File: config.mk
export PLATFORM = sky130hd
export DESIGN_NAME = cseac_top
export DESIGN_NICKNAME = d
export VERILOG_FILES = /design/src/logic/cseac_pkg.sv /design/src/logic/cseac_top.sv
export VERILOG_INCLUDE_DIRS = /design/src /design/src/logic
export SDC_FILE = /design/constraint.sdc
export NUM_CORES = 1
export LEC_CHECK = 0
export BUFFER_PORTS_ARGS = -buffer_cell sky130_fd_sc_hd__clkbuf_2
export CAP_MARGIN = 5
export CORE_ASPECT_RATIO = 1.2
export CORE_MARGIN = 5
export CORE_UTILIZATION = 50
export CTS_BUF_LIST = sky130_fd_sc_hd__clkbuf_16
export CTS_CLUSTER_SIZE = 28
export DETAILED_ROUTE_END_ITERATION = 7
export PLACE_DENSITY_LB_ADDON = 0.2
export SLEW_MARGIN = 20
export SYNTH_ARGS = -nofsm -noshare
export SYNTH_HDL_FRONTEND = slang
export SYNTH_SLANG_ARGS = --single-unit
File: constraint.sdc
create_clock -name clk_sys -period 5 [get_ports clk_sys]
set_input_delay 0.25 -clock clk_sys [delete_from_list [all_inputs] [get_ports clk_sys]]
set_output_delay 0.25 -clock clk_sys [all_outputs]
set_load 0.03 [all_outputs]
File: src/logic/cseac_consts.svh
`ifndef CSEAC_CONSTS_SVH
`define CSEAC_CONSTS_SVH

// Register byte addresses.
`define CSEAC_ADDR_CTRL 8'h00
`define CSEAC_ADDR_ADC_DIS 8'h04
`define CSEAC_ADDR_STATUS 8'h08
`define CSEAC_ADDR_FLAG 8'h0C
`define CSEAC_ADDR_MASK 8'h10
`define CSEAC_ADDR_RESULT 8'h20

// Control register fields.
`define CSEAC_CTRL_REV_EN 0
`define CSEAC_CTRL_ADC_EN 1
`define CSEAC_CTRL_ONESHOT 2
`define CSEAC_CTRL_CHG_EN 3
`define CSEAC_CTRL_PG_DIS 4
`define CSEAC_CTRL_STATE_DIS 5
`define CSEAC_CTRL_FORCE_A 6
`define CSEAC_CTRL_FORCE_B 7
`define CSEAC_CTRL_FORCE_C 8
`define CSEAC_CTRL_W 9
`define CSEAC_CTRL_RESET 9'h008

// Status, flag and mask bit positions.
`define CSEAC_ST_PG 0
`define CSEAC_ST_IN_CUR_REG 1
`define CSEAC_ST_IN_VOLT_REG 2
`define CSEAC_ST_WATCHDOG 3
`define CSEAC_ST_CHG_CHANGE 4
`define CSEAC_ST_TS_CHANGE 5
`define CSEAC_ST_THERMAL_SHUTDOWN 6
`define CSEAC_ST_BAT_OV 7
`define CSEAC_ST_SAFETY 8
`define CSEAC_ST_IN_OV 9
`define CSEAC_ST_IN_UV 10
`define CSEAC_ST_REVERSE 11
`define CSEAC_ST_ADC_DONE 12
`define CSEAC_NSRC 13
`define CSEAC_MASK_RESET 13'h0000

// Alert pulse timing.
`define CSEAC_ALERT_US 256
`define CSEAC_CLK_MHZ 20

`endif

File: src/logic/cseac_pkg.sv
package cseac_pkg;

  typedef enum logic [1:0] {
    CSEAC_ADC_IDLE = 2'b00,
    CSEAC_ADC_START = 2'b01,
    CSEAC_ADC_WAIT = 2'b10
  } cseac_adc_state_t;

  typedef enum logic [1:0] {
    CSEAC_CHG_CHARGING = 2'b00,
    CSEAC_CHG_DONE = 2'b01,
    CSEAC_CHG_FAULT = 2'b10,
    CSEAC_CHG_DISABLED = 2'b11
  } cseac_chg_state_t;

  // Comparator and core status levels, all synchronous to the clock.
  typedef struct packed {
    logic batt_above_3v;
    logic drv_supply_ok;
    logic therm_in_rev_range;
    logic rev_discharge_over;
    logic input_above_ok;
    logic input_above_int_ov;
    logic under_pin_ok;
    logic over_pin_tripped;
    logic high_impedance_state;
    logic in_current_reg;
    logic in_voltage_reg;
    logic watchdog_expired;
    logic thermal_shutdown;
    logic battery_overvoltage;
    logic safety_timer_expired;
    logic charge_inhibit;
    logic [1:0] charge_state_code;
    logic [2:0] thermistor_state_code;
  } cseac_sense_t;

  // Output enables of the open-drain indicators; high pulls the pin low.
  typedef struct packed {
    logic power_good_pin_oe;
    logic charge_state_pin_a_oe;
    logic charge_state_pin_b_oe;
  } cseac_pins_t;

endpackage

File: src/logic/cseac_top.sv
`timescale 1ns/10ps
`include "cseac_consts.svh"
// Contract
// - Reverse mode runs only with battery above 3 V, supply ok, enable set, temperature ok.
// - Reverse-active status reads 1 while running; host clearing enable ends it.
// - Reverse power is cut back while battery discharge exceeds its limit.
// - One-shot rate clears converter enable when the cycle completes.
// - Disabled channels read last valid result, or zero since reset.
// - Channel disabled mid-conversion finishes, then is skipped from next selection.
// - One-shot with every channel disabled clears converter enable.
// - Done status and flag only in one-shot; continuous reads 0, flag untouched.
// - Conversions ignore faults; enable write 0 halts at once, results kept.
// - Switching to one-shot stops after the current full cycle.
// - Power good needs input window, both threshold pins ok, not high impedance.
// - Power-good pin disabled shows only the third force bit.
// - State pins encode charging, done, fault and disabled per the table.
// - State pins disabled follow force bits; reverse mode keeps both off.
// - Each unmasked event outside an active pulse gives one active-low 256 us alert pulse.
// - Alert sources cover input, regulation, watchdog, state changes, faults, status edges.
// - Each source has live status, latched flag and mask suppressing its pulse.
// - Status rising edge sets flag; host read clears it until next edge.
// - Input overvoltage stops charging, alerts, sets status, drops power good.
// - Input undervoltage stops charging, alerts, sets status, drops power good.
module cseac_top
  import cseac_pkg::*;
#(
  parameter int NCH = 8,
  parameter int RES_W = 16,
  parameter int ALERT_CYCLES = `CSEAC_ALERT_US * `CSEAC_CLK_MHZ
) (
  input wire logic clk_sys,
  input wire logic arst_n,
  input wire logic [7:0] avs_address,
  input wire logic avs_read,
  input wire logic avs_write,
  input wire logic [31:0] avs_writedata,
  input wire logic [3:0] avs_byteenable,
  output logic [31:0] avs_readdata,
  output logic avs_waitrequest,
  input wire cseac_sense_t sense,
  input wire logic adc_data_valid,
  input wire logic [RES_W-1:0] adc_data,
  output logic adc_convert,
  output logic [$clog2(NCH)-1:0] adc_channel,
  output cseac_pins_t pins,
  output logic host_alert_n,
  output logic reverse_active,
  output logic reverse_cutback,
  output logic charger_run
);

  localparam int CW = $clog2(NCH);
  localparam int AW = $clog2(ALERT_CYCLES + 1);
  localparam logic [AW-1:0] ALERT_LOAD = AW'(ALERT_CYCLES - 1);
  localparam int NS = `CSEAC_NSRC;

  ////////////////////////////////////////////////////////////////////////////////
  // Register bus decode.

  logic wait_reg;
  logic [31:0] readdata_reg;
  logic [`CSEAC_CTRL_W-1:0] ctrl_reg;
  logic [NCH-1:0] adc_dis_reg;
  logic [NS-1:0] flag_reg;
  logic [NS-1:0] mask_reg;
  logic [NS-1:0] status_w;
  logic [RES_W-1:0] result_mem [NCH];

  wire bus_req = avs_read | avs_write;
  wire bus_fire = bus_req & ~wait_reg;
  wire wr_fire = bus_fire & avs_write;
  wire rd_fire = bus_fire & avs_read;
  wire [31:0] be_mask = {{8{avs_byteenable[3]}}, {8{avs_byteenable[2]}},
                         {8{avs_byteenable[1]}}, {8{avs_byteenable[0]}}};
  wire sel_ctrl = avs_address == `CSEAC_ADDR_CTRL;
  wire sel_dis = avs_address == `CSEAC_ADDR_ADC_DIS;
  wire sel_status = avs_address == `CSEAC_ADDR_STATUS;
  wire sel_flag = avs_address == `CSEAC_ADDR_FLAG;
  wire sel_mask = avs_address == `CSEAC_ADDR_MASK;
  wire [7:0] res_off = avs_address - `CSEAC_ADDR_RESULT;
  wire sel_res = (avs_address >= `CSEAC_ADDR_RESULT) && (res_off[7:2] < NCH)
                 && (res_off[1:0] == 2'h0);
  wire [CW-1:0] res_idx = res_off[CW+1:2];
  wire [31:0] wr_ctrl = (32'(ctrl_reg) & ~be_mask) | (avs_writedata & be_mask);
  wire [31:0] wr_dis = (32'(adc_dis_reg) & ~be_mask) | (avs_writedata & be_mask);
  wire [31:0] wr_mask = (32'(mask_reg) & ~be_mask) | (avs_writedata & be_mask);

  // Unmapped addresses read as zero and ignore writes.
  wire [31:0] rd_mux = sel_ctrl ? 32'(ctrl_reg) :
                       sel_dis ? 32'(adc_dis_reg) :
                       sel_status ? 32'(status_w) :
                       sel_flag ? 32'(flag_reg) :
                       sel_mask ? 32'(mask_reg) :
                       sel_res ? 32'(result_mem[res_idx]) : 32'h0000_0000;

  // Read data is captured one edge before the answer so that it stands when taken.
  always_ff @(posedge clk_sys or negedge arst_n) begin
    if (!arst_n) begin
      wait_reg <= 1'b1;
      readdata_reg <= 32'h0000_0000;
    end else begin
      wait_reg <= ~wait_reg | ~bus_req;
      if (bus_req && wait_reg) begin
        readdata_reg <= rd_mux;
      end
    end
  end

  ////////////////////////////////////////////////////////////////////////////////
  // Reverse mode, input protection and power good.

  wire rev_en = ctrl_reg[`CSEAC_CTRL_REV_EN];
  wire rev_ok = rev_en & sense.batt_above_3v & sense.drv_supply_ok
                & sense.therm_in_rev_range;
  wire in_ov = sense.input_above_int_ov | sense.over_pin_tripped;
  wire in_uv = ~sense.input_above_ok | ~sense.under_pin_ok;
  wire pg_ok = ~in_ov & ~in_uv & ~sense.high_impedance_state;
  wire chg_en = ctrl_reg[`CSEAC_CTRL_CHG_EN];
  wire chg_off = ~chg_en | sense.charge_inhibit;
  wire run_next = chg_en & ~sense.charge_inhibit & ~in_ov & ~in_uv;

  logic reverse_active_reg;
  logic reverse_cutback_reg;
  logic charger_run_reg;

  always_ff @(posedge clk_sys or negedge arst_n) begin
    if (!arst_n) begin
      reverse_active_reg <= 1'b0;
      reverse_cutback_reg <= 1'b0;
      charger_run_reg <= 1'b0;
    end else begin
      reverse_active_reg <= rev_ok;
      reverse_cutback_reg <= rev_ok & sense.rev_discharge_over;
      charger_run_reg <= run_next;
    end
  end

  ////////////////////////////////////////////////////////////////////////////////
  // Indicator pins.

  wire [1:0] chg_code = sense.charge_state_code;
  wire tbl_a = ~chg_off & ((chg_code == CSEAC_CHG_CHARGING) | (chg_code == CSEAC_CHG_FAULT));
  wire tbl_b = ~chg_off & ((chg_code == CSEAC_CHG_DONE) | (chg_code == CSEAC_CHG_FAULT));
  wire state_dis = ctrl_reg[`CSEAC_CTRL_STATE_DIS];
  wire pin_a_next = ~rev_ok & (state_dis ? ctrl_reg[`CSEAC_CTRL_FORCE_A] : tbl_a);
  wire pin_b_next = ~rev_ok & (state_dis ? ctrl_reg[`CSEAC_CTRL_FORCE_B] : tbl_b);
  wire pg_pin_next = ctrl_reg[`CSEAC_CTRL_PG_DIS] ? ctrl_reg[`CSEAC_CTRL_FORCE_C] : pg_ok;

  cseac_pins_t pins_reg;

  always_ff @(posedge clk_sys or negedge arst_n) begin
    if (!arst_n) begin
      pins_reg <= '0;
    end else begin
      pins_reg.power_good_pin_oe <= pg_pin_next;
      pins_reg.charge_state_pin_a_oe <= pin_a_next;
      pins_reg.charge_state_pin_b_oe <= pin_b_next;
    end
  end

  ////////////////////////////////////////////////////////////////////////////////
  // Converter sequencer.

  cseac_adc_state_t adc_state_reg;
  cseac_adc_state_t adc_state_next;
  logic [CW-1:0] chan_reg;
  logic convert_reg;
  logic done_reg;

  wire adc_en = ctrl_reg[`CSEAC_CTRL_ADC_EN];
  wire oneshot = ctrl_reg[`CSEAC_CTRL_ONESHOT];
  wire [NCH-1:0] chan_on = ~adc_dis_reg;

  // Lowest enabled channel at or above a starting index.
  function automatic logic [CW:0] cseac_pick(input logic [NCH-1:0] on, input int from);
    logic [CW:0] res;
    res = '0;
    for (int i = NCH - 1; i >= 0; i--) begin
      if (on[i] && i >= from) begin
        res = {1'b1, CW'(i)};
      end
    end
    return res;
  endfunction

  // Disable bits are only sampled at selection, so a running conversion completes.
  wire [CW:0] first_pick = cseac_pick(chan_on, 0);
  wire [CW:0] next_pick = cseac_pick(chan_on, int'(chan_reg) + 1);
  wire idle_none = adc_state_reg == CSEAC_ADC_IDLE && adc_en && !first_pick[CW];
  wire got_data = adc_state_reg == CSEAC_ADC_WAIT && adc_data_valid;
  wire cycle_end = got_data && !next_pick[CW];
  // The rate is checked only at the end of a full cycle, or in idle with no channel enabled.
  wire hw_clear_en = (cycle_end && oneshot) || (idle_none && oneshot);
  wire host_en_write = wr_fire && sel_ctrl && avs_byteenable[0];

  always_comb begin
    adc_state_next = adc_state_reg;
    case (adc_state_reg)
      CSEAC_ADC_IDLE: begin
        if (adc_en && first_pick[CW]) begin
          adc_state_next = CSEAC_ADC_START;
        end
      end
      CSEAC_ADC_START: begin
        adc_state_next = CSEAC_ADC_WAIT;
      end
      CSEAC_ADC_WAIT: begin
        if (adc_data_valid) begin
          adc_state_next = (next_pick[CW] || !oneshot) ? CSEAC_ADC_START : CSEAC_ADC_IDLE;
        end
      end
      default: begin
        adc_state_next = CSEAC_ADC_IDLE;
      end
    endcase
    if (cycle_end && !oneshot && !first_pick[CW]) begin
      adc_state_next = CSEAC_ADC_IDLE;
    end
    if (!adc_en) begin
      adc_state_next = CSEAC_ADC_IDLE;
    end
  end

  wire [CW-1:0] chan_next = (adc_state_reg == CSEAC_ADC_IDLE) ? first_pick[CW-1:0] :
                            next_pick[CW] ? next_pick[CW-1:0] : first_pick[CW-1:0];
  wire load_chan = (adc_state_reg == CSEAC_ADC_IDLE && adc_state_next == CSEAC_ADC_START)
                   || got_data;

  always_ff @(posedge clk_sys or negedge arst_n) begin
    if (!arst_n) begin
      adc_state_reg <= CSEAC_ADC_IDLE;
      chan_reg <= '0;
      convert_reg <= 1'b0;
    end else begin
      adc_state_reg <= adc_state_next;
      convert_reg <= adc_state_next == CSEAC_ADC_START;
      if (load_chan) begin
        chan_reg <= chan_next;
      end
    end
  end

  // Results survive disabling and halting; only a finished conversion updates one.
  generate
    for (genvar g = 0; g < NCH; g++) begin : g_res
      always_ff @(posedge clk_sys or negedge arst_n) begin
        if (!arst_n) begin
          result_mem[g] <= '0;
        end else if (got_data && adc_en && chan_reg == CW'(g)) begin
          result_mem[g] <= adc_data;
        end
      end
    end
  endgenerate

  // Done is meaningful only in one-shot rate; continuous rate forces it to zero.
  always_ff @(posedge clk_sys or negedge arst_n) begin
    if (!arst_n) begin
      done_reg <= 1'b0;
    end else if (!oneshot || host_en_write) begin
      done_reg <= 1'b0;
    end else if (cycle_end && adc_en) begin
      done_reg <= 1'b1;
    end
  end

  ////////////////////////////////////////////////////////////////////////////////
  // Control registers.

  // A host write of the enable takes priority over the hardware clear in the same cycle.
  always_ff @(posedge clk_sys or negedge arst_n) begin
    if (!arst_n) begin
      ctrl_reg <= `CSEAC_CTRL_RESET;
      adc_dis_reg <= '0;
      mask_reg <= `CSEAC_MASK_RESET;
    end else begin
      if (wr_fire && sel_ctrl) begin
        ctrl_reg <= wr_ctrl[`CSEAC_CTRL_W-1:0];
      end else if (hw_clear_en) begin
        ctrl_reg[`CSEAC_CTRL_ADC_EN] <= 1'b0;
      end
      if (wr_fire && sel_dis) begin
        adc_dis_reg <= wr_dis[NCH-1:0];
      end
      if (wr_fire && sel_mask) begin
        mask_reg <= wr_mask[NS-1:0];
      end
    end
  end

  ////////////////////////////////////////////////////////////////////////////////
  // Events, flags and alert pulse.

  logic [NS-1:0] status_prev_reg;
  logic [1:0] chg_prev_reg;
  logic [2:0] ts_prev_reg;
  logic [AW-1:0] alert_cnt_reg;
  logic alert_n_reg;

  assign status_w[`CSEAC_ST_PG] = pg_ok;
  assign status_w[`CSEAC_ST_IN_CUR_REG] = sense.in_current_reg;
  assign status_w[`CSEAC_ST_IN_VOLT_REG] = sense.in_voltage_reg;
  assign status_w[`CSEAC_ST_WATCHDOG] = sense.watchdog_expired;
  assign status_w[`CSEAC_ST_CHG_CHANGE] = chg_code != chg_prev_reg;
  assign status_w[`CSEAC_ST_TS_CHANGE] = sense.thermistor_state_code != ts_prev_reg;
  assign status_w[`CSEAC_ST_THERMAL_SHUTDOWN] = sense.thermal_shutdown;
  assign status_w[`CSEAC_ST_BAT_OV] = sense.battery_overvoltage;
  assign status_w[`CSEAC_ST_SAFETY] = sense.safety_timer_expired;
  assign status_w[`CSEAC_ST_IN_OV] = in_ov;
  assign status_w[`CSEAC_ST_IN_UV] = in_uv;
  assign status_w[`CSEAC_ST_REVERSE] = reverse_active_reg;
  assign status_w[`CSEAC_ST_ADC_DONE] = done_reg;

  // Power good losing validity is an event as well as gaining it.
  wire [NS-1:0] pg_fall = NS'(~pg_ok & status_prev_reg[`CSEAC_ST_PG]) << `CSEAC_ST_PG;
  wire [NS-1:0] events = (status_w & ~status_prev_reg) | pg_fall;
  wire [NS-1:0] flag_clr = (rd_fire && sel_flag) ? readdata_reg[NS-1:0] : {NS{1'b0}};
  wire alert_req = |(events & ~mask_reg);
  wire alert_start = alert_req && alert_n_reg;

  always_ff @(posedge clk_sys or negedge arst_n) begin
    if (!arst_n) begin
      status_prev_reg <= '0;
      chg_prev_reg <= 2'h0;
      ts_prev_reg <= 3'h0;
      flag_reg <= '0;
    end else begin
      status_prev_reg <= status_w;
      chg_prev_reg <= chg_code;
      ts_prev_reg <= sense.thermistor_state_code;
      // Only flags the host has seen are cleared, so an edge during the read survives it.
      flag_reg <= (flag_reg & ~flag_clr) | events;
    end
  end

  // Events during an active pulse are not queued; their flags still record them.
  always_ff @(posedge clk_sys or negedge arst_n) begin
    if (!arst_n) begin
      alert_cnt_reg <= '0;
      alert_n_reg <= 1'b1;
    end else if (alert_start) begin
      alert_cnt_reg <= ALERT_LOAD;
      alert_n_reg <= 1'b0;
    end else if (!alert_n_reg) begin
      if (alert_cnt_reg == '0) begin
        alert_n_reg <= 1'b1;
      end else begin
        alert_cnt_reg <= alert_cnt_reg - AW'(1);
      end
    end
  end

  ////////////////////////////////////////////////////////////////////////////////
  // Outputs.

  assign avs_readdata = readdata_reg;
  assign avs_waitrequest = wait_reg;
  assign adc_convert = convert_reg;
  assign adc_channel = chan_reg;
  assign pins = pins_reg;
  assign host_alert_n = alert_n_reg;
  assign reverse_active = reverse_active_reg;
  assign reverse_cutback = reverse_cutback_reg;
  assign charger_run = charger_run_reg;

endmodule
==> out/results.tsv <==
stage	metric	value	unit
synth	Synth Register Bits	233	
hold_path	Hold Path Class	in -> reg	
route	Initial DRT Pass Iterations	4	
worst_setup_path	CP most frequent cell	ha_1	
route	DR vias	7501	
place	gpl congestion	0.836	
clock_network	CTS H-tree depth	1	
finish	share of layout cells above drive strength 1	0.335	
job	Max-Cap Viols	0	
finish	footprint of the multi-input gates	0.00495	mm^2
place	PortBufs	92	
synth	Syn Std Cell Area	0.0111	mm^2
die	Die Y	173	um
timing	Final Hold Fails	0	
global_routing	Total GRT Usage	0.215	
worst_setup_path	Buf/Inv on CP	0	
power	P_leak	6.17	nW
clock_network	Clock Path Buffers	3	
place	DP Cell Count	1214	
power	Pwr Total	3.92	mW
global_routing	GR peak layer	met2	
timing	Max-slew headroom	0.281	
synth	EDFF count, synth	0	
worst_setup_path	Critical Path End Type	flop	
synth	fraction of registers with async set/reset	1.00	
worst_setup_path	crit path max fanout	11	
global_routing	initial antenna violation count	0	
die	Core Region	0.0219	mm^2
die	die width	146	um
power	VDD IR max	326	uV
hold_path	min-delay src	avs_writedata[2]	
synth	unique cell type count in the Yosys netlist	64	
timing	Final min period	2.83	ns
die	die area	0.0254	mm^2
synth	top_reg_cell synth	dfrtp_1	
timing	Slew Limit Fails	0	
global_routing	met2 Use GR	0.372	
route	DRT Wirelength	27000	um
timing	Setup-failing EPs final	0	
place	post-detailed-placement half-perimeter wirelength	17700	um
worst_setup_path	Arrival @ worst endpoint	3.24	ns
global_routing	GRT overflow	0	
worst_setup_path	Worst EP required	5.41	ns
clock_network	clk slew on worst S/H paths	0.07	ns
global_routing	M1 GR Usage	0.282	
worst_setup_path	Setup crit start	adc_channel[0]	
timing	unrepaired setup endpoints after global routing	no	
power	PD cells	308	mW/mm^2
timing	maximum clock rate	354	MHz
finish	Final nets	1087	
global_routing	first-pass GRT wire length	44100	um
timing	fin crit share	0.565	
synth	sequential area share after synthesis	0.524	
worst_setup_path	RR Startpoint	adc_channel[0]	
finish	Area growth, synth to finish	14.3	%
route	final antenna-violating net count	0	
global_routing	largest net degree at the start of global routing	136	
worst_setup_path	Worst Setup Start Kind	flop	
synth	synth warn	0	
timing	setup TNS	0	ns
clock_network	cts hold-fix bufs	23	
place	area of placed instances	0.0117	mm^2
worst_setup_path	Max stage delay on crit path	0.59	ns
route	vias per cell	5.84	
clock_network	clock tree root buffer cell	clkbuf_16	
finish	Non-Filler Instances	1284	
worst_setup_path	Slowest-stage cell, CP	o31ai_1	
clock_network	CTS tree	done	
clock_network	Worst-Skew Late Latency	0.53	ns
clock_network	cts repair resizes	0	
finish	FF/Latch Area	0.00583	mm^2
route	DRC	0	
timing	slew at the pin closest to its max-slew limit	1.08	ns
worst_setup_path	worst-path cell chain	ha_1, ha_1, and4bb_2, o221ai_1, o31ai_1, nand3_1, and3_1	
clock_network	setup bufs post-CTS	0	
finish	Antenna Diode Count	0	
die	Top-Level Pins	130	
finish	final instance area	0.0127	mm^2
die	FP Rows	59	
finish	fill count	1838	
timing	Final Skew	0.0317	ns
worst_setup_path	CP top delay family	compound AO/OA/AOI/OAI gates	
worst_setup_path	critical path type	reg -> reg	
route	mean routed wirelength per cell	21.1	um
die	effective utilization at floorplan	0.510	
route	drt initial violations	391	
global_routing	met3 Use GR	0.0353	
synth	post-synthesis cell count	884	
clock_network	number of CTS-inserted buffers	25	
global_routing	vias in the first global route	7992	
outcome	status	complete, no violations	
synth	Syn Area/Cell	12.6	um^2
clock_network	CTS sink cnt	233	
==> cell usage after synthesis (3+ instances only) <==
cell | n | area share
and2_1 | 6 | 0.0034
nand2_1 | 75 | 0.025
o22ai_1 | 16 | 0.0090
mux4_2 | 32 | 0.065
o31ai_1 | 5 | 0.0034
nand3b_1 | 3 | 0.0020
nor4_1 | 4 | 0.0022
o21a_1 | 3 | 0.0020
o211ai_1 | 9 | 0.0061
buf_4 | 22 | 0.015
ha_1 | 10 | 0.011
a2bb2oi_1 | 5 | 0.0039
nand3_1 | 5 | 0.0022
nor2b_1 | 9 | 0.0051
a22o_1 | 3 | 0.0024
and3_1 | 11 | 0.0062
or3_1 | 4 | 0.0022
a21o_1 | 3 | 0.0020
nor3b_1 | 11 | 0.0074
mux2i_1 | 18 | 0.016
o21ai_0 | 38 | 0.017
inv_1 | 26 | 0.0088
xnor2_1 | 6 | 0.0047
a31oi_1 | 4 | 0.0022
nand4_2 | 3 | 0.0034
a22oi_1 | 3 | 0.0020
nand4b_1 | 3 | 0.0024
o221a_2 | 5 | 0.0051
buf_2 | 23 | 0.010
xor2_1 | 9 | 0.0071
mux2_2 | 154 | 0.16
nor2_1 | 21 | 0.0071
or2_2 | 3 | 0.0017
nor3_1 | 9 | 0.0040
nand4_1 | 4 | 0.0022
a21oi_1 | 34 | 0.015
nand2b_1 | 11 | 0.0062
clkbuf_1 | 11 | 0.0037
dfstp_2 | 3 | 0.0071
dfrtp_1 | 230 | 0.52
==> metal layers <==
layer / up-vias / part of all wire
li1: 3424 / -
met1: 3815 / 0.42
met2: 214 / 0.50
met3: 48 / 0.051
met4: 0 / 0.025
met5: - / 0
==> final cells by class <==
class	instances	area share
flip-flops and latches	233	0.458
multi-input cells	584	0.389
repair buffers	121	0.0614
clock buffers	25	0.0492
well taps	274	0.0269
inverters	26	0.00767
clock inverters	21	0.00757
==> kinds of logic after synthesis <==
| kind of cell | synth area share |
|---|---|
| AO/OA/AOI/OAI | 0.0850 |
| XOR/XNOR | 0.0118 |
| adder cells (fa/ha/maj) | 0.0112 |
| buffers and inverters | 0.0376 |
| flip-flops | 0.524 |
| multiplexers | 0.237 |
| other | 0.000337 |
| AND/OR/NAND/NOR | 0.0935 |
==> cell usage in the layout, fill, tap and decap left out, types with 4 or more instances in the layout <==
master and n:
a21oi_1 34, nand2_1 75, o22ai_1 16, o211ai_1 9
and2_1 6, xnor2_1 6, o31ai_1 5, dfrtp_1 230
a31oi_1 4, o21ai_0 38, nand3_1 5, clkinv_1 9
and3_1 11, conb_1 16, nor2_1 21, mux4_2 32
clkbuf_2 90, buf_4 5, nor3_1 9, dlygate4sd3_1 23
or3_1 4, nand2b_1 11, xor2_1 9, clkbuf_16 25
mux2_2 154, nand4_1 4, o221a_2 5, nor4_1 4
mux2i_1 18, ha_1 10, nor3b_1 11, nor2b_1 9
inv_1 32, a2bb2oi_1 5
==> worst min-delay path: cells and delay by family <==
| kind | cells | cell delay (ns) |
|---|---|---|
| compound gates | 1 | 0.09 |
| buf+inv | 2 | 0.17 |
==> stage by stage <==
step / setup slack [ns] / utilization / hold slack [ns]
2_1_floorplan: 2.44 / - / -0.0456
3_3_place_gp: 2.23 / 0.538 / 0.386
3_5_place_dp: 2.25 / 0.538 / 0.387
4_1_cts: 2.22 / 0.581 / 0.00384
5_1_grt: 1.98 / 0.582 / 0.0179
6_report: 2.17 / 0.582 / 0.0237
==> power breakdown <==
part	switching [mW]	internal (mW)
clock network	0.745	0.906
registers	0.0289	1.91
logic	0.216	0.110
total	0.990	2.93
==> path summary, 6_finish.rpt <==
check                                   endpoint  slack (ns)  cells past startpoint
max in group asynchronous        result_mem[124]        3.86                      3
worst min register to register       flag_reg[8]        0.42                      1
worst max-delay path                 adc_convert        2.17                      7
worst min-delay path                        flop        0.02                      3
min in group asynchronous       alert_cnt_reg[3]        0.26                      2
worst max register to register       adc_convert        2.17                      7
Note: power is estimated with default switching activity, not from simulation.
